[config.mk]
export PLATFORM = sky130hd
export DESIGN_NAME = spm_top
export DESIGN_NICKNAME = d
export VERILOG_FILES = /design/src/inc/spm_pkg.sv /design/src/logic/spm_top.sv
export SDC_FILE = /design/constraint.sdc
export NUM_CORES = 1
export LEC_CHECK = 0
export ABC_AREA = 1
export BUFFER_PORTS_ARGS = -buffer_cell sky130_fd_sc_hd__buf_2
export CAP_MARGIN = 25
export CORE_MARGIN = 3
export CORE_UTILIZATION = 50
export CTS_CLUSTER_DIAMETER = 120
export CTS_CLUSTER_SIZE = 16
export DETAILED_ROUTE_END_ITERATION = 10
export PLACE_DENSITY_LB_ADDON = 0.25
export SLEW_MARGIN = 0
export SYNTH_ARGS = -nofsm -noshare
export SYNTH_HDL_FRONTEND = slang
export SYNTH_SLANG_ARGS = --single-unit
[constraint.sdc]
create_clock -name i_ref_clk -period 6.62 [get_ports i_ref_clk]
set_clock_uncertainty 0.15 [all_clocks]
set_input_delay 0.993 -clock i_ref_clk [delete_from_list [all_inputs] [get_ports i_ref_clk]]
set_output_delay 0.993 -clock i_ref_clk [all_outputs]
set_load 0.01 [all_outputs]
[src/inc/spm_pkg.sv]
// Purpose: Constants and types for the SPI master control slice
// Assumes: APB with 32-bit data, 12-bit byte addresses
// Notes:   Offsets are byte addresses, one word per register
// Contract
// - Receive and EEPROM-read modes stop after frame count plus one frames.
// - Frame count is sixteen bits in the low half; upper bits reserved.
// - Clearing enable stops a transfer at once, mid-frame.
// - While disabled both FIFOs are emptied.
// - Mode, frame count and divider registers ignore writes while enabled.
// - Clock-gate-safe output rises a delay after disabling.
// - Enable is bit zero, resets to zero, one enables.
// - Receive mode resends the first transmit word for the whole transfer.
// - Select lines follow the select bits only when a transfer starts.
// - Divider register rejects writes while enabled.
package spm_pkg;
	localparam logic [11:0] OFF_CTRL      = 12'h000;
	localparam logic [11:0] OFF_FRAME_CNT = 12'h004;
	localparam logic [11:0] OFF_ENABLE    = 12'h008;
	localparam logic [11:0] OFF_MW        = 12'h00C;
	localparam logic [11:0] OFF_TSEL      = 12'h010;
	localparam logic [11:0] OFF_DIV       = 12'h014;
	localparam logic [11:0] OFF_STATUS    = 12'h028;
	localparam logic [11:0] OFF_DATA      = 12'h060;
	localparam int          MODE_LSB      = 8;
	localparam int          ENABLE_BIT    = 0;
	localparam int          NSEL          = 3;
	localparam logic [15:0] FRAME_CNT_RST = 16'h0000;
	localparam logic [15:0] DIV_RST       = 16'h0000;
	localparam logic [NSEL-1:0] TSEL_RST  = 3'h0;
	localparam logic [31:0] ZERO_WORD     = 32'h0000_0000;
	localparam int          GATE_DELAY    = 16;

	typedef enum logic [1:0] {
		MODE_TXRX    = 2'h0,
		MODE_TX_ONLY = 2'h1,
		MODE_RX      = 2'h2,
		MODE_EEPROM  = 2'h3
	} spm_mode_e;

	typedef struct packed {
		logic        psel;
		logic        penable;
		logic        pwrite;
		logic [11:0] paddr;
		logic [31:0] pwdata;
	} spm_apb_req_s;
endpackage

[src/logic/spm_top.sv]
// Purpose: SPI master enable, frame count, select and FIFO control slice
// Assumes: SPI mode 0, MSB first, fixed frame width
// Notes:   APB answers in the first access cycle
//
// Our own choice: the APB slave port.
`timescale 1ns/1ps
module spm_top #(
	parameter int WIDTH = 8,
	parameter int DEPTH = 4
) (
	input  wire logic                  i_ref_clk,
	input  wire logic                  i_rst,
	input  wire logic                  i_ce,
	input  wire spm_pkg::spm_apb_req_s i_apb,
	output logic [31:0]                o_prdata,
	output logic                       o_pready,
	output logic                       o_pslverr,
	output logic                       o_sclk,
	output logic                       o_mosi,
	input  wire logic                  i_miso,
	output logic [spm_pkg::NSEL-1:0]   o_target_select_line_n,
	output logic                       o_clock_gate_safe
);
	import spm_pkg::*;
	localparam int AW = $clog2(DEPTH);
	localparam int CW = $clog2(DEPTH + 1);
	typedef enum {ST_IDLE, ST_XFER} spm_state_e;

	spm_state_e           state_reg;
	logic                 en_reg;
	spm_mode_e            mode_reg;
	logic [15:0]          frame_cnt_reg;
	logic [15:0]          div_reg;
	logic [NSEL-1:0]      tsel_reg;
	logic [WIDTH-1:0]     tx_mem [DEPTH];
	logic [WIDTH-1:0]     rx_mem [DEPTH];
	logic [AW-1:0]        tx_wp_reg, tx_rp_reg, rx_wp_reg, rx_rp_reg;
	logic [CW-1:0]        tx_cnt_reg, rx_cnt_reg;
	logic [WIDTH-1:0]     tx_sh_reg, rx_sh_reg, hold_reg;
	logic [15:0]          half_reg, frames_reg;
	logic [$clog2(WIDTH)-1:0] bit_reg;
	logic                 first_reg;
	logic [$clog2(GATE_DELAY+1)-1:0] gate_reg;

	logic setup, access, wr, rd, tx_push, tx_pop, rx_push, rx_pop, tick, last_bit, more;
	logic [WIDTH-1:0] next_word;

	function automatic logic hit(input logic [11:0] off);
		return i_apb.paddr == off;
	endfunction

	assign setup   = i_ce && i_apb.psel && !i_apb.penable;
	assign access  = i_ce && i_apb.psel && i_apb.penable && o_pready;
	assign wr      = access && i_apb.pwrite;
	assign rd      = access && !i_apb.pwrite;
	assign tx_push = wr && hit(OFF_DATA) && en_reg && (tx_cnt_reg != CW'(DEPTH));
	assign rx_pop  = rd && hit(OFF_DATA) && (rx_cnt_reg != '0);
	assign tick    = (half_reg == (div_reg >> 1) - 16'h0001);
	assign last_bit = (bit_reg == ($clog2(WIDTH))'(WIDTH - 1));
	// Receive modes count frames; otherwise run until the FIFO drains
	assign more    = (mode_reg == MODE_RX || mode_reg == MODE_EEPROM)
		? (frames_reg != frame_cnt_reg) : (tx_cnt_reg != '0);
	// Receive mode pops only the first word and resends it
	assign tx_pop  = i_ce && en_reg && (tx_cnt_reg != '0) && (mode_reg != MODE_RX || first_reg)
		&& ((state_reg == ST_IDLE && div_reg != DIV_RST)
		|| (state_reg == ST_XFER && tick && o_sclk && last_bit && more));
	assign next_word = tx_pop ? tx_mem[tx_rp_reg] : hold_reg;
	assign rx_push = i_ce && state_reg == ST_XFER && tick && o_sclk && last_bit
		&& mode_reg != MODE_TX_ONLY && (rx_cnt_reg != CW'(DEPTH));

	// APB slave: pready rises for one access cycle
	always_ff @(posedge i_ref_clk or posedge i_rst)
		if (i_rst)
		begin
			o_pready  <= 1'b0;
			o_pslverr <= 1'b0;
			o_prdata  <= ZERO_WORD;
		end
		else if (i_ce)
		begin
			o_pready  <= setup;
			o_pslverr <= setup && !(hit(OFF_CTRL) || hit(OFF_FRAME_CNT) || hit(OFF_ENABLE)
				|| hit(OFF_MW) || hit(OFF_TSEL) || hit(OFF_DIV) || hit(OFF_STATUS)
				|| hit(OFF_DATA));
			o_prdata  <= ZERO_WORD; // Microwire and unmapped read zero
			if (setup && !i_apb.pwrite)
				unique case (i_apb.paddr)
					OFF_CTRL:      o_prdata <= 32'(mode_reg) << MODE_LSB;
					OFF_FRAME_CNT: o_prdata <= {16'h0000, frame_cnt_reg};
					OFF_ENABLE:    o_prdata <= 32'(en_reg);
					OFF_TSEL:      o_prdata <= 32'(tsel_reg);
					OFF_DIV:       o_prdata <= {16'h0000, div_reg};
					OFF_STATUS:    o_prdata <= {16'h0000, 4'(rx_cnt_reg), 4'(tx_cnt_reg),
						7'h00, state_reg == ST_XFER};
					OFF_DATA:      o_prdata <= 32'(rx_mem[rx_rp_reg]);
					default:       o_prdata <= ZERO_WORD;
				endcase
		end

	// Configuration; locked registers drop writes while enabled
	always_ff @(posedge i_ref_clk or posedge i_rst)
		if (i_rst)
		begin
			en_reg        <= 1'b0;
			mode_reg      <= MODE_TXRX;
			frame_cnt_reg <= FRAME_CNT_RST;
			div_reg       <= DIV_RST;
			tsel_reg      <= TSEL_RST;
		end
		else if (wr)
		begin
			if (hit(OFF_ENABLE))
				en_reg <= i_apb.pwdata[ENABLE_BIT];
			if (hit(OFF_TSEL))
				tsel_reg <= i_apb.pwdata[NSEL-1:0];
			if (!en_reg)
			begin
				if (hit(OFF_CTRL))
					mode_reg <= spm_mode_e'(i_apb.pwdata[MODE_LSB +: 2]);
				if (hit(OFF_FRAME_CNT))
					frame_cnt_reg <= i_apb.pwdata[15:0];
				if (hit(OFF_DIV))
					div_reg <= {i_apb.pwdata[15:1], 1'b0}; // Kept even
			end
		end

	// Transmit FIFO
	always_ff @(posedge i_ref_clk or posedge i_rst)
		if (i_rst)
		begin
			tx_wp_reg  <= '0;
			tx_rp_reg  <= '0;
			tx_cnt_reg <= '0;
		end
		else if (i_ce)
		begin
			if (!en_reg)
			begin
				tx_wp_reg  <= '0;
				tx_rp_reg  <= '0;
				tx_cnt_reg <= '0;
			end
			else
			begin
				if (tx_push)
				begin
					tx_mem[tx_wp_reg] <= i_apb.pwdata[WIDTH-1:0];
					tx_wp_reg <= AW'((tx_wp_reg + 1'b1) % DEPTH);
				end
				if (tx_pop)
					tx_rp_reg <= AW'((tx_rp_reg + 1'b1) % DEPTH);
				tx_cnt_reg <= tx_cnt_reg + CW'(tx_push) - CW'(tx_pop);
			end
		end

	// Receive FIFO; frames arriving when full are lost
	always_ff @(posedge i_ref_clk or posedge i_rst)
		if (i_rst)
		begin
			rx_wp_reg  <= '0;
			rx_rp_reg  <= '0;
			rx_cnt_reg <= '0;
		end
		else if (i_ce)
		begin
			if (!en_reg)
			begin
				rx_wp_reg  <= '0;
				rx_rp_reg  <= '0;
				rx_cnt_reg <= '0;
			end
			else
			begin
				if (rx_push)
				begin
					// Shifter already holds all bits from the rising edges
					rx_mem[rx_wp_reg] <= rx_sh_reg;
					rx_wp_reg <= AW'((rx_wp_reg + 1'b1) % DEPTH);
				end
				if (rx_pop)
					rx_rp_reg <= AW'((rx_rp_reg + 1'b1) % DEPTH);
				rx_cnt_reg <= rx_cnt_reg + CW'(rx_push) - CW'(rx_pop);
			end
		end

	// Shift engine
	always_ff @(posedge i_ref_clk or posedge i_rst)
		if (i_rst)
		begin
			state_reg <= ST_IDLE;
			o_sclk    <= 1'b0;
			o_mosi    <= 1'b0;
			o_target_select_line_n <= '1;
			tx_sh_reg <= '0;
			rx_sh_reg <= '0;
			hold_reg  <= '0;
			half_reg  <= '0;
			bit_reg   <= '0;
			frames_reg <= '0;
			first_reg <= 1'b1;
		end
		else if (i_ce)
		begin
			if (!en_reg)
			begin
				state_reg <= ST_IDLE; // Abandon the frame in flight
				o_sclk    <= 1'b0;
				o_target_select_line_n <= '1;
				first_reg <= 1'b1;
			end
			else unique case (state_reg)
				ST_IDLE:
					if (tx_cnt_reg != '0 && div_reg != DIV_RST)
					begin
						state_reg <= ST_XFER;
						o_target_select_line_n <= ~tsel_reg; // Sampled only here
						tx_sh_reg <= next_word;
						hold_reg  <= next_word;
						o_mosi    <= next_word[WIDTH-1];
						first_reg <= 1'b0;
						half_reg  <= '0;
						bit_reg   <= '0;
						frames_reg <= '0;
					end
				ST_XFER:
				begin
					half_reg <= tick ? 16'h0000 : half_reg + 16'h0001;
					if (tick && !o_sclk)
					begin
						o_sclk    <= 1'b1;
						rx_sh_reg <= {rx_sh_reg[WIDTH-2:0], i_miso};
					end
					else if (tick)
					begin
						o_sclk <= 1'b0;
						if (!last_bit)
						begin
							bit_reg   <= bit_reg + 1'b1;
							tx_sh_reg <= tx_sh_reg << 1;
							o_mosi    <= tx_sh_reg[WIDTH-2];
						end
						else if (more)
						begin
							frames_reg <= frames_reg + 16'h0001;
							bit_reg   <= '0;
							tx_sh_reg <= next_word;
							hold_reg  <= next_word;
							o_mosi    <= next_word[WIDTH-1];
						end
						else
						begin
							state_reg <= ST_IDLE;
							o_target_select_line_n <= '1;
							// Else a later word would never drain and restart forever
							first_reg <= 1'b1;
						end
					end
				end
			endcase
		end

	// Gate-safe after the engine has stayed disabled for a while
	always_ff @(posedge i_ref_clk or posedge i_rst)
		if (i_rst)
		begin
			gate_reg          <= '0;
			o_clock_gate_safe <= 1'b0;
		end
		else if (i_ce)
		begin
			if (en_reg)
			begin
				gate_reg          <= '0;
				o_clock_gate_safe <= 1'b0;
			end
			else if (gate_reg != ($bits(gate_reg))'(GATE_DELAY))
				gate_reg <= gate_reg + 1'b1;
			else
				o_clock_gate_safe <= 1'b1;
		end
endmodule // spm_top

Word-level counts from Yosys, hierarchy flattened
Memories as Yosys holds them, arrays and structs flattened.
Index checks and enable logic that the tools add are counted.
W data, S select, Z words.
- register bits after elaboration: 187
- bits in writable memories: 64
- output and inout bits: 40
- logic and storage cells: 233
- memories kept: 2
- add/subtract/negate cells: 13
- equality and inequality tests: 37
- multiplexer cells: 81
- bitwise logic cells: 2
- reductions and logical operators: 71
- memory list (name ; depth ; width ; read ports ; clocked after Yosys merged registers in ; wr ports ; RTL line ; source):
    rx_mem ; 4 ; 8 ; 1 ; 0 ; 1 ; spm_top.sv:36 ; logic [WIDTH-1:0] rx_mem [DEPTH];
    tx_mem ; 4 ; 8 ; 1 ; 0 ; 1 ; spm_top.sv:35 ; logic [WIDTH-1:0] tx_mem [DEPTH];
- operators with widths (operator ; count):
    $mux W32 ; 6
    $mux W16 ; 7
    $pmux W16 S7 ; 1
    $logic_not A32 Y1 ; 2
    $pmux W16 S2 ; 2
    $pmux W32 S2 ; 1
    $mux W8 ; 6
    $mux W3 ; 13
    $add A16 B1 Y16 const B ; 2
    $eq A32 B1 Y1 const B ; 1
    $eq A32 B2 Y1 const B ; 1
    $logic_and A1 B1 Y1 ; 32
    $mux W1 ; 26
    $eq A12 B4 Y1 const B ; 2
    $eq A12 B5 Y1 const B ; 2
    $ne A3 B3 Y1 const B ; 8
    $mux W7 ; 3
    $eq A16 B16 Y1 ; 1
    $mux W2 ; 8
    $ne A16 B16 Y1 ; 1
    $pmux W8 S2 ; 1
    $reduce_and A2 Y1 ; 8
    $reduce_bool A16 Y1 ; 1
    $sub A15 B1 Y16 const B ; 1
    other kinds (29) ; 68

Depth between registers and ports, before layout
Gate-level depths: netlist (run 1).
- word-level depth: 14
- mapped depth: 24

Worst setup path after synthesis (run 1)
OpenSTA, ideal clock, no wires.
- path kind: input -> register
- start point: in i_rst
- end point: mem rx_mem[0][0] (enable)
- setup time: 0.373 ns
- data arrival time: 4.983 ns
- required time: 6.097 ns
- path slack: 1.114 ns
- stages: 3
- buffers on the path: 0
- cell sequence: inv_1 -> nand4_1 -> nor2_1
- cells in the longest elaborated chain, start to end: 3
- ends and longest elaborated chain (what ; RTL line ; source):
    start, declared ; spm_top.sv:12 ; input wire logic i_rst,
    $logic_not A1 Y1 (no source line) ; n/a ;
    $logic_and A1 B1 Y1 (implied by the code) ; spm_top.sv:177 ; rx_mem[rx_wp_reg] <= rx_sh_reg;
    $mux W1 (implied by the code) ; spm_top.sv:177 ;
    end, declared ; spm_top.sv:36 ;
Every way passes these cells.

Final worst setup path (run 1)
- start point: reg div_reg[1]
- end point: reg tx_cnt_reg[2]
- cells in the longest elaborated chain, start to end: 10
- elaborated cells between the ends (all ways): 12
- those cells by class: 2 x add/sub; 1 x eq/ne; 1 x mux; 8 x reduce/logical
- ends and longest elaborated chain (what ; RTL line ; source):
    start, declared ; spm_top.sv:33 ; logic [15:0] div_reg;
    start signal, assigned ; spm_top.sv:123 ; div_reg <= {i_apb.pwdata[15:1], 1'b0};
    $sub A15 B1 Y16 ; spm_top.sv:58 ; assign tick = (half_reg == (div_reg >> 1) - 16'h0001);
    $eq A16 B16 Y1 ; spm_top.sv:58 ;
    $logic_and A1 B1 Y1 (4 in a row) ; spm_top.sv:66 ; || (state_reg == ST_XFER && tick && o_sclk && last_bit && more));
    $logic_or A1 B1 Y1 (*) ; spm_top.sv:66 ;
    $logic_and A1 B1 Y1 (*) ; spm_top.sv:65 ; && ((state_reg == ST_IDLE && div_reg != DIV_RST)
    $sub A3 B1 Y3 (*) ; spm_top.sv:152 ; tx_cnt_reg <= tx_cnt_reg + CW'(tx_push) - CW'(tx_pop);
    $mux W3 (*) ; spm_top.sv:137 ; if (!en_reg)
    end signal, assigned ; spm_top.sv:152 ;
    end, declared ; spm_top.sv:38 ; logic [CW-1:0] tx_cnt_reg, rx_cnt_reg;
Every way passes the cells marked *; elsewhere a longest branch is shown, timed or not.
A chain may end at the register's enable or synchronous reset.

==> run metrics, run 1 <==
status=completed; DP HPWL=19190 µm; final wirelength=26200 µm; first-pass GRT wire length=42450 µm; CTS Buf Count=16; H-tree depth=1; Slew @ Worst Pin=0.8688 ns; Worst-Skew Late Latency=0.49 ns; slack of the critical path=2.658 ns; WL met3=1350 µm; post-route DRC violation count=0; Place WS=2.399 ns; Cell Pwr Density=207.0 nW/µm²; Finished Cell Area=11580 µm²; Slew Limit Fails=0; Buf+Inv Stages, Crit Path=4; min Tclk post-route=3.962 ns; Post-Syn Area per Cell=8.382 µm²; most common cell after layout, fill and taps aside=nand2_1; CTS Hold Buffers Added=0; Die X=152.2 µm; Synth cell types=48; fraction of layout cells with a size suffix above 1=0.1032; cells after synthesis=1275; Worst path slowest cell=dfrtp_1; period utilization=0.5984; Fillers=1883; wl on met1=11940 µm; Post-synth EDFFs=64; Highest Signal Layer=met4; Inserted Diodes=0; total gr overflow=0; sum of negative setup slack=0 ns; CTS max path bufs=3; Seq cells post-synth=204; maximum single-stage delay on the critical path=0.42 ns; Synth Cell Area=10690 µm²; Worst Setup SP=div_reg[1]$_DFFE_PP0P_; Async SR Flop Fraction=0.6863; gr usage total=0.2235; critical path class=flop to flop; gp weighted congestion=0.9470; Ys Warns=0; Placed Area=11090 µm²; CP Launch Type=flop; largest net degree at the start of global routing=73; final net count=1391; Register Area=5430 µm²; CP Max Fanout=11; CTS tree=built; Max Cap Viol=0; RSZ-0062 raised after global routing=no; final hold viol count=0; arrival time of the worst setup path=4.17 ns; metal2 WL=12140 µm; Worst IR Drop VDD=0.1794 mV; Seq/Total Area, Yosys=0.5081; post_cts resized=0; Reg clk slew, reported paths=0.08 ns; Site Rows=52; origin of the critical flop-to-flop path=div_reg[1]$_DFFE_PP0P_; Power Total=2.396 mW; Primary FF master, synth=dfrtp_1; area of the multi-input gates=4431 µm²; Initial Util=0.5181; PortBufs=58; data required time of the worst path=6.83 ns; initial antenna violation count=0; DR pass1 iterations=7; most frequent cells in the layout=nand2_1, nor2_1, inv_1; vias in the first global route=7939; die height=152.2 µm; via count=8566; vias per inst=5.364; post-route ant nets=0; clk root buf=clkbuf_16; worst hold start=hold_reg[1]$_DFFE_PP0P_; clock sink count=204; Final setup violation count=0; Top Ports=91; Top delay family on crit path=simple AND/OR/NAND/NOR gates; CP cell instances=inv_1 -> ha_1 -> nand2_2 -> nor2_2 -> nand3_1 -> nand3_1 -> nand3_1 -> nor2_1 -> nand3_1 -> nand2_1 -> nand2_2 -> inv_1 -> ha_1 -> inv_1 -> ha_1 -> inv_1 -> fa_1 -> a21oi_1 -> o22ai_1; post-CTS setup buffer count=0; top flop regs=rx_mem: 32 flops, tx_mem: 32 flops; fmax=252.4 MHz; static leakage=5.553 nW; 1st-iter DRT viols=678; Relative slew margins=0.4194; DR WL/cell=16.41 µm; Cells after DPL=1570; HP Class=flop to flop; Critical Path End Type=flop; core footprint=20620 µm²; die area=23160 µm²; final non-filler cell total=1597; Layout area overhead=8.348%
[power breakdown]
group	total (mW)	internal, mW	leakage (nW)	switching (mW)
Sequential	1.32	1.31	2.51	0.0153
Clock	0.947	0.500	0.232	0.446
Combinational	0.126	0.0353	2.81	0.0912
Total	2.40	1.84	5.55	0.553
[logic make-up (layout without fill, tap and decap cells)]
family	count (synthesis)	in the layout	synth area share
flops	204	204	0.5081
xor+xnor	39	39	0.03196
fa+ha+maj	22	22	0.02716
other cells	1	16	0.0003509
simple gates	606	606	0.2419
buf+inv	203	240	0.08254
compound gates	200	200	0.1080
[stage by stage]
stage,hold WS (ns),utilization
floorplan,0.2837,-
global placement,0.3000,0.5379
detailed placement,0.3053,0.5379
CTS,0.3225,0.5614
global route,0.3449,0.5614
finish,0.3199,0.5614
[worst reg2reg max path: cells and delay by family, from the launching register on]
kind | cells | cell delay (ns)
buffers and inverters | 4 | 0.44
adder cells (fa/ha/maj) | 4 | 1.02
flip-flops | 1 | 0.42
AND/OR/NAND/NOR | 9 | 1.60
AO/OA/AOI/OAI | 2 | 0.23
[synth_stat cells (4+ instances only)]
| master | count | area share |
|---|---|---|
| ha_1 | 20 | 0.023 |
| o21ai_0 | 114 | 0.053 |
| clkbuf_1 | 26 | 0.0091 |
| nor2_4 | 4 | 0.0042 |
| inv_2 | 6 | 0.0021 |
| or2_2 | 9 | 0.0053 |
| a21oi_1 | 19 | 0.0089 |
| buf_6 | 7 | 0.0074 |
| xnor2_1 | 18 | 0.015 |
| nor2_2 | 8 | 0.0047 |
| edfxtp_1 | 64 | 0.18 |
| inv_1 | 141 | 0.050 |
| o21ai_2 | 14 | 0.011 |
| nand2_2 | 7 | 0.0041 |
| nand2_1 | 304 | 0.11 |
| nor2_1 | 143 | 0.050 |
| dfrtp_1 | 136 | 0.32 |
| o22ai_1 | 28 | 0.016 |
| buf_4 | 17 | 0.012 |
| nand3b_1 | 6 | 0.0042 |
| dfstp_2 | 4 | 0.0098 |
| a22o_1 | 5 | 0.0041 |
| nor3_1 | 19 | 0.0089 |
| o21ai_1 | 5 | 0.0023 |
| xor2_1 | 21 | 0.017 |
| nand4_1 | 8 | 0.0047 |
| nand3_1 | 88 | 0.041 |
[final timing paths]
path,slack [ns],depth (start not counted),to
setup reg to reg,2.66,19,tx_cnt_reg[2]$_DFFE_PP0P_
setup / recovery,2.66,19,tx_cnt_reg[2]$_DFFE_PP0P_
max in group asynchronous,4.88,3,half_reg[3]$_DFFE_PP0P_
hold / removal,0.32,2,hold_reg[1]$_DFFE_PP0P_
hold reg to reg,0.32,2,hold_reg[1]$_DFFE_PP0P_
min in group asynchronous,0.44,2,frames_reg[10]$_DFFE_PP0P_
[per-layer routing]
layer | vias to the layer above | track usage
li1 | 4210 | -
met1 | 4050 | 0.3222
met2 | 260 | 0.3592
met3 | 46 | 0.02698
met4 | 0 | 0.06464
met5 | - | 0
[area by class of cell]
cell class,count,area share
sequential,204,0.4690
multi-input combinational,883,0.3826
inverter,150,0.04906
clock buffer,27,0.04182
tap,270,0.02918
timing repair buffer,63,0.02831
No activity file was read; power rests on OpenSTA's default activity.
==> run 2, diff against run 1 <==
Clock period 6.62 ns to 3.4 ns, I/O delays scaled along.
==> run metrics, run 2 (same netlist as run 1, synthesis figures left out) <==
most used cell, CP=nand2_1; Register Area=5431 µm² (about the same); PortBufs=58 (unchanged); sum of negative setup slack=0 ns (unchanged); Relative slew margins=0.4571 (+0.03770); fraction of layout cells with a size suffix above 1=0.1338 (+0.03058); DR WL/cell=16.41 µm (about the same); status=completed; vias in the first global route=8225 (+3.6%); Top Ports=91 (unchanged); CP Launch Type=flop; data required time of the worst path=3.62 ns (-3.21 ns); Die X=152.2 µm (unchanged); first-pass GRT wire length=42700 µm (+0.60%); CTS max path bufs=3 (unchanged); top flop regs=rx_mem: 32 flops, tx_mem: 32 flops; 1st-iter DRT viols=663 (-2.2%); core footprint=20620 µm² (unchanged); CTS Buf Count=16 (unchanged); Layout area overhead=11.45%; Fillers=1845 (-2.0%); RSZ-0062 raised after global routing=yes; Slew @ Worst Pin=0.8124 ns (-0.05642 ns); most frequent cells in the layout=nand2_1, nor2_1, inv_1; initial antenna violation count=0 (unchanged); DR pass1 iterations=5 (-2); H-tree depth=1 (unchanged); gp weighted congestion=0.9165 (-3.2%); Worst IR Drop VDD=0.3725 mV (+110%); clock sink count=204 (unchanged); Cell Pwr Density=394.4 nW/µm² (+91%); gr usage total=0.2254 (+0.001978); post-route DRC violation count=0 (unchanged); HP Class=primary input to async pin; Max Cap Viol=0 (unchanged); DP HPWL=19330 µm (+0.73%); most common cell after layout, fill and taps aside=nand2_1; final net count=1424 (+2.4%); period utilization=0.9589 (+0.3605); critical path class=flop to flop; vias per inst=5.384 (+0.38%); via count=8776 (+2.5%); Site Rows=52 (unchanged); Final setup violation count=0 (unchanged); Critical Path End Type=flop; CP cell instances=inv_2 -> buf_4 -> nand2_2 -> nor2_4 -> nand2_1 -> nand2_1 -> nand2_1 -> nor2_1 -> nand2_1 -> nor2_2 -> nand3_2 -> nor3_4 -> nand2_2 -> ha_4 -> inv_2 -> ha_2 -> inv_1 -> fa_2 -> o22ai_1; arrival time of the worst setup path=3.48 ns (-0.69 ns); CP Max Fanout=7 (-4); maximum single-stage delay on the critical path=0.52 ns (+0.10 ns); Slew Limit Fails=0 (unchanged); die height=152.2 µm (unchanged); Worst Setup SP=div_reg[1]$_DFFE_PP0P_; total gr overflow=0 (unchanged); final hold viol count=0 (unchanged); Worst-Skew Late Latency=0.48 ns (about the same); Initial Util=0.5181 (unchanged); static leakage=5.732 nW (+3.2%); fmax=306.7 MHz (+22%); final wirelength=26750 µm (+2.1%); min Tclk post-route=3.260 ns (-0.7013 ns); largest net degree at the start of global routing=141 (+93%); area of the multi-input gates=4489 µm² (+1.3%); Buf+Inv Stages, Crit Path=4 (unchanged); clk root buf=clkbuf_16; origin of the critical flop-to-flop path=div_reg[1]$_DFFE_PP0P_; Inserted Diodes=0 (unchanged); Reg clk slew, reported paths=0.08 ns (about the same); CTS tree=built; post-route ant nets=0 (unchanged); Worst path slowest cell=fa_2; Top delay family on crit path=simple AND/OR/NAND/NOR gates; die area=23160 µm² (unchanged); Hold WS=0.1162 ns (-0.2037 ns)
==> run 2: per-stage QoR <==
stage / utilization / instance area [µm²] / total power [mW] / worst slack, ns / std cells
6_report: 0.5775 / 11910 / 4.698 / 0.1397 / 1630
5_1_grt: 0.5775 / 11910 / 4.852 / -0.05519 / 1630
4_1_cts: 0.5725 / 11810 / 4.725 / 0.02412 / 1625
3_5_place_dp: 0.5472 / 11290 / 2.868 / -0.004457 / 1594
3_3_place_gp: 0.5472 / 11290 / 2.863 / 0.1161 / 1594
2_1_floorplan: - / 10750 / 2.781 / -0.2431 / 1290
==> run 2: layer usage <==
metal,GRT usage,vias to the layer above,share of wire
li1,-,4282,-
met1,0.3161,4136,0.44
met4,0.07577,0,0.033
met5,0,-,0
met3,0.02783,65,0.059
met2,0.3671,293,0.47
==> run 2: power by group <==
group	leakage (nW)	internal, mW	switching [mW]
logic	2.99	0.0794	0.180
clock network	0.234	1.00	0.859
registers	2.51	2.55	0.0287
total	5.73	3.63	1.07
==> run 2: worst min-delay path, delay by kind of cell <==
family / cells / cell delay, ns
buffers and inverters: 3 / 0.75
==> run 2: area by class of cell <==
| type | count | area share |
|---|---|---|
| sequential | 204 | 0.4560 |
| inverter | 150 | 0.04759 |
| timing repair buffer | 96 | 0.05001 |
| multi-input combinational | 883 | 0.3769 |
| clock inverter | 1 | 0.002521 |
| clock buffer | 26 | 0.03855 |
| tap | 270 | 0.02836 |
==> run 2: path summary, 6_finish.rpt <==
check | end | slack (ns) | depth (start not counted)
worst min-delay path | o_pslverr$_DFFE_PP0P_ | 0.12 | 3
min in group i_ref_clk | tx_mem[2][3]$_DFFE_PP_ | 0.12 | 1
worst min register to register | gate_reg[4]$_DFFE_PP0P_ | 0.32 | 1
worst max-delay path | rx_cnt_reg[1]$_DFFE_PP0P_ | 0.14 | 19
max in group asynchronous | div_reg[4]$_DFFE_PP0P_ | 2.37 | 3
worst max register to register | rx_cnt_reg[1]$_DFFE_PP0P_ | 0.14 | 19
==> run 2: timing repair <==
item,CTS,global route
setup buffers,4,6
setup endpoints to repair,1,36
pin swaps,1,11
resized for setup,2,15
hold buffers,0,0
==> run 3, diff against run 2 <==
Settings changed: ABC_AREA 1 to unset.
==> run metrics, run 3 <==
status=finished, violations left; failing checks=setup timing; period utilization=1.179 (+0.2206); vias in the first global route=7071 (-14%); origin of the critical flop-to-flop path=div_reg[1]$_DFFE_PP0P_; CP Max Fanout=2 (-5); R2R Setup Slk=-0.61 ns (-0.75 ns); Slew @ Worst Pin=0.8369 ns (+0.02444 ns); largest net degree at the start of global routing=81 (-43%); top flop regs=rx_mem: 32 flops, tx_mem: 32 flops; die area=21410 µm² (-7.6%); clock sink count=204 (unchanged); Fillers=1529 (-17%); gp weighted congestion=0.8842 (-3.5%); die height=146.3 µm (-3.9%); most frequent cells in the layout=dfrtp_1, buf_4, edfxtp_1; first-pass GRT wire length=38720 µm (-9.3%); area of the multi-input gates=4367 µm² (-2.7%); Top delay family on crit path=simple AND/OR/NAND/NOR gates; top cell type's share of synthesized area=0.3457 (+0.02728); H-tree depth=1 (unchanged); critical path class=flop to flop; Die X=146.3 µm (-3.9%); Worst IR Drop VDD=0.5684 mV (+53%); total gr overflow=0 (unchanged); Critical Path End Type=flop; data required time of the worst path=3.61 ns (about the same); Seq/Total Area, Yosys=0.5517 (+0.04353); Ys Warns=0 (unchanged); Reg clk slew, reported paths=0.08 ns (about the same); Initial Util=0.5176 (-0.0005730); Cell Pwr Density=390.6 nW/µm² (-0.96%); Power Total=4.617 mW (-1.7%); via count=7082 (-19%); sw frac=0.2189 (-0.008271); final net count=1023 (-28%); fraction of layout cells with a size suffix above 1=0.3042 (+0.1703); final wirelength=24470 µm (-8.5%); CTS max path bufs=3 (unchanged); Layout area overhead=20.07%; Register Area=5430 µm² (about the same); Seq cells post-synth=204 (unchanged); Seq pwr share=0.562 (+0.014); HP Class=primary input to flop; clk root buf=clkbuf_16; CTS tree=built; Place WS=-0.6541 ns (-0.6496 ns); Worst Hold End=rx_sh_reg[0]$_DFFE_PP0P_; post-route DRC violation count=0 (unchanged); DR pass1 iterations=5 (unchanged); most used cell, CP=nand2_1; worst hold start=i_miso; CTS Buf Count=16 (unchanged); worst reg2reg path endpoint=rx_cnt_reg[2]$_DFFE_PP0P_; Primary FF master, synth=dfrtp_1; fmax=249.4 MHz (-19%); static leakage=5.364 nW (-6.4%); cells after synthesis=815 (-36%); initial antenna violation count=0 (unchanged); power share of the clock group=0.394 (-0.003); Inserted Diodes=0 (unchanged); maximum single-stage delay on the critical path=0.54 ns (+0.02 ns); Relative slew margins=0.4407 (-0.01633); NetSw=1.011 mW (-5.3%); vias per inst=5.805 (+7.8%); PortBufs=58 (unchanged); CP Launch Type=flop; Synth cell types=61 (+27%); DR WL/cell=20.05 µm (+22%); most common cell after layout, fill and taps aside=dfrtp_1; core footprint=19020 µm² (-7.8%); reg2reg path depth=17 (-2); Post-synth EDFFs=64 (unchanged); Final setup violation count=66 (+66); Synth area leader=dfrtp_1; gr usage total=0.2254 (about the same); Comb power frac=0.044 (-0.011); Buf+Inv Stages, Crit Path=2 (-2); Worst path slowest cell=or4_4; Synth Cell Area=9843 µm² (-7.9%); Area contributors post-synth=dfrtp_1, edfxtp_1, mux2_2; most common cell in the netlist=dfrtp_1; CP cell instances=or4_4 -> or3_4 -> a2111oi_4 -> o2111ai_2 -> nor3_2 -> nand4b_1 -> a2111o_1 -> ha_1 -> inv_2 -> ha_4 -> inv_2 -> fa_2 -> xnor2_2 -> nand2_1 -> nand2_1 -> nand2_1 -> o31ai_1; Post-synth top cells=dfrtp_1, edfxtp_1, nand2_1; DP HPWL=17360 µm (-10%); arrival time of the worst setup path=4.22 ns (+0.74 ns); final hold viol count=0 (unchanged); Max Cap Viol=0 (unchanged); Hold WS=0.1279 ns (+0.01175 ns); 1st-iter DRT viols=483 (-27%); RSZ-0062 raised after global routing=yes; Site Rows=50 (-3.8%); Top Ports=91 (unchanged); Internal=3.606 mW (-0.67%); Worst-Skew Late Latency=0.47 ns (about the same); Slew Limit Fails=0 (unchanged); min Tclk post-route=4.010 ns (+0.7499 ns); post-route ant nets=0 (unchanged); Hold Path Cell Cnt=2; Post-Syn Area per Cell=12.08 µm² (+44%); slack of the critical path=-0.6102 ns (-0.7499 ns); Async SR Flop Fraction=0.6863 (unchanged)
## run 3: metal layers
metal  wire, µm  vias up  global-route usage
met5          0        -                   0
met4        690        0             0.06303
met3       1718       57             0.03818
met2      11710      246              0.3716
met1      10350     3537              0.3118
li1           -     3242                   -
## run 3: cell families after synthesis
kind of cell / after synthesis / share of synthesized area
multiplexers: 83 / 0.1119
other: 1 / 0.0003810
buffers and inverters: 77 / 0.03635
AO/OA/AOI/OAI: 140 / 0.1003
adder cells (fa/ha/maj): 22 / 0.02949
XOR/XNOR: 50 / 0.04449
flip-flops: 204 / 0.5517
AND/OR/NAND/NOR: 238 / 0.1255
## run 3: power groups by stage
stage	Combinational (mW)	Sequential, mW	Clock (mW)
after floorplan	0.133	2.64	0
after detailed placement	0.203	2.64	0
after global routing	0.231	2.60	1.94
final	0.202	2.59	1.82
after global placement	0.199	2.64	0
after CTS	0.204	2.59	1.85
## run 3: stage by stage
stage          instances  TNS, ns  utilization  area (µm²)
5_1_grt             1220   -20.11       0.6214       11820
2_1_floorplan        830   -2.828            -        9942
3_3_place_gp        1175   -10.95       0.5744       10920
6_report            1220   -12.22       0.6214       11820
4_1_cts             1214   -16.16       0.6090       11580
3_5_place_dp        1175   -13.88       0.5744       10920
## run 3: worst reg2reg max path, delay by kind of cell, from the launching register on
family | cells | cell delay (ns)
buf+inv | 2 | 0.11
simple gates | 7 | 1.45
fa+ha+maj | 3 | 0.75
flops | 1 | 0.38
compound gates | 4 | 0.92
xor+xnor | 1 | 0.15
## run 3: area by class of cell
cell class | instances | area share
clock buffer | 28 | 0.04129
inverter | 30 | 0.01006
multi-input combinational | 549 | 0.3695
sequential | 204 | 0.4595
tap | 260 | 0.02752
timing repair buffer | 149 | 0.09221
## run 3: what timing repair did
action / CTS / global route
setup endpoints to repair: 62 / 83
setup buffers: 13 / 11
hold endpoints to repair: 12 / 0
hold buffers: 1 / 0
gates cloned: 0 / 1
pin swaps: 29 / 23
resized for setup: 22 / 45
## run 3: worst max-delay path by stage
stage / start / endpoint / slack, ns / cells past startpoint
after floorplan: div_reg[1]$_DFFE_PP0P_ / rx_cnt_reg[2]$_DFFE_PP0P_ / -0.62 / 17
after global placement: div_reg[1]$_DFFE_PP0P_ / rx_cnt_reg[2]$_DFFE_PP0P_ / -0.60 / 17
after detailed placement: div_reg[1]$_DFFE_PP0P_ / rx_cnt_reg[2]$_DFFE_PP0P_ / -0.65 / 17
after CTS: div_reg[1]$_DFFE_PP0P_ / rx_cnt_reg[2]$_DFFE_PP0P_ / -0.62 / 17
after global routing: div_reg[1]$_DFFE_PP0P_ / rx_cnt_reg[2]$_DFFE_PP0P_ / -0.80 / 17
final: div_reg[1]$_DFFE_PP0P_ / rx_cnt_reg[2]$_DFFE_PP0P_ / -0.61 / 17
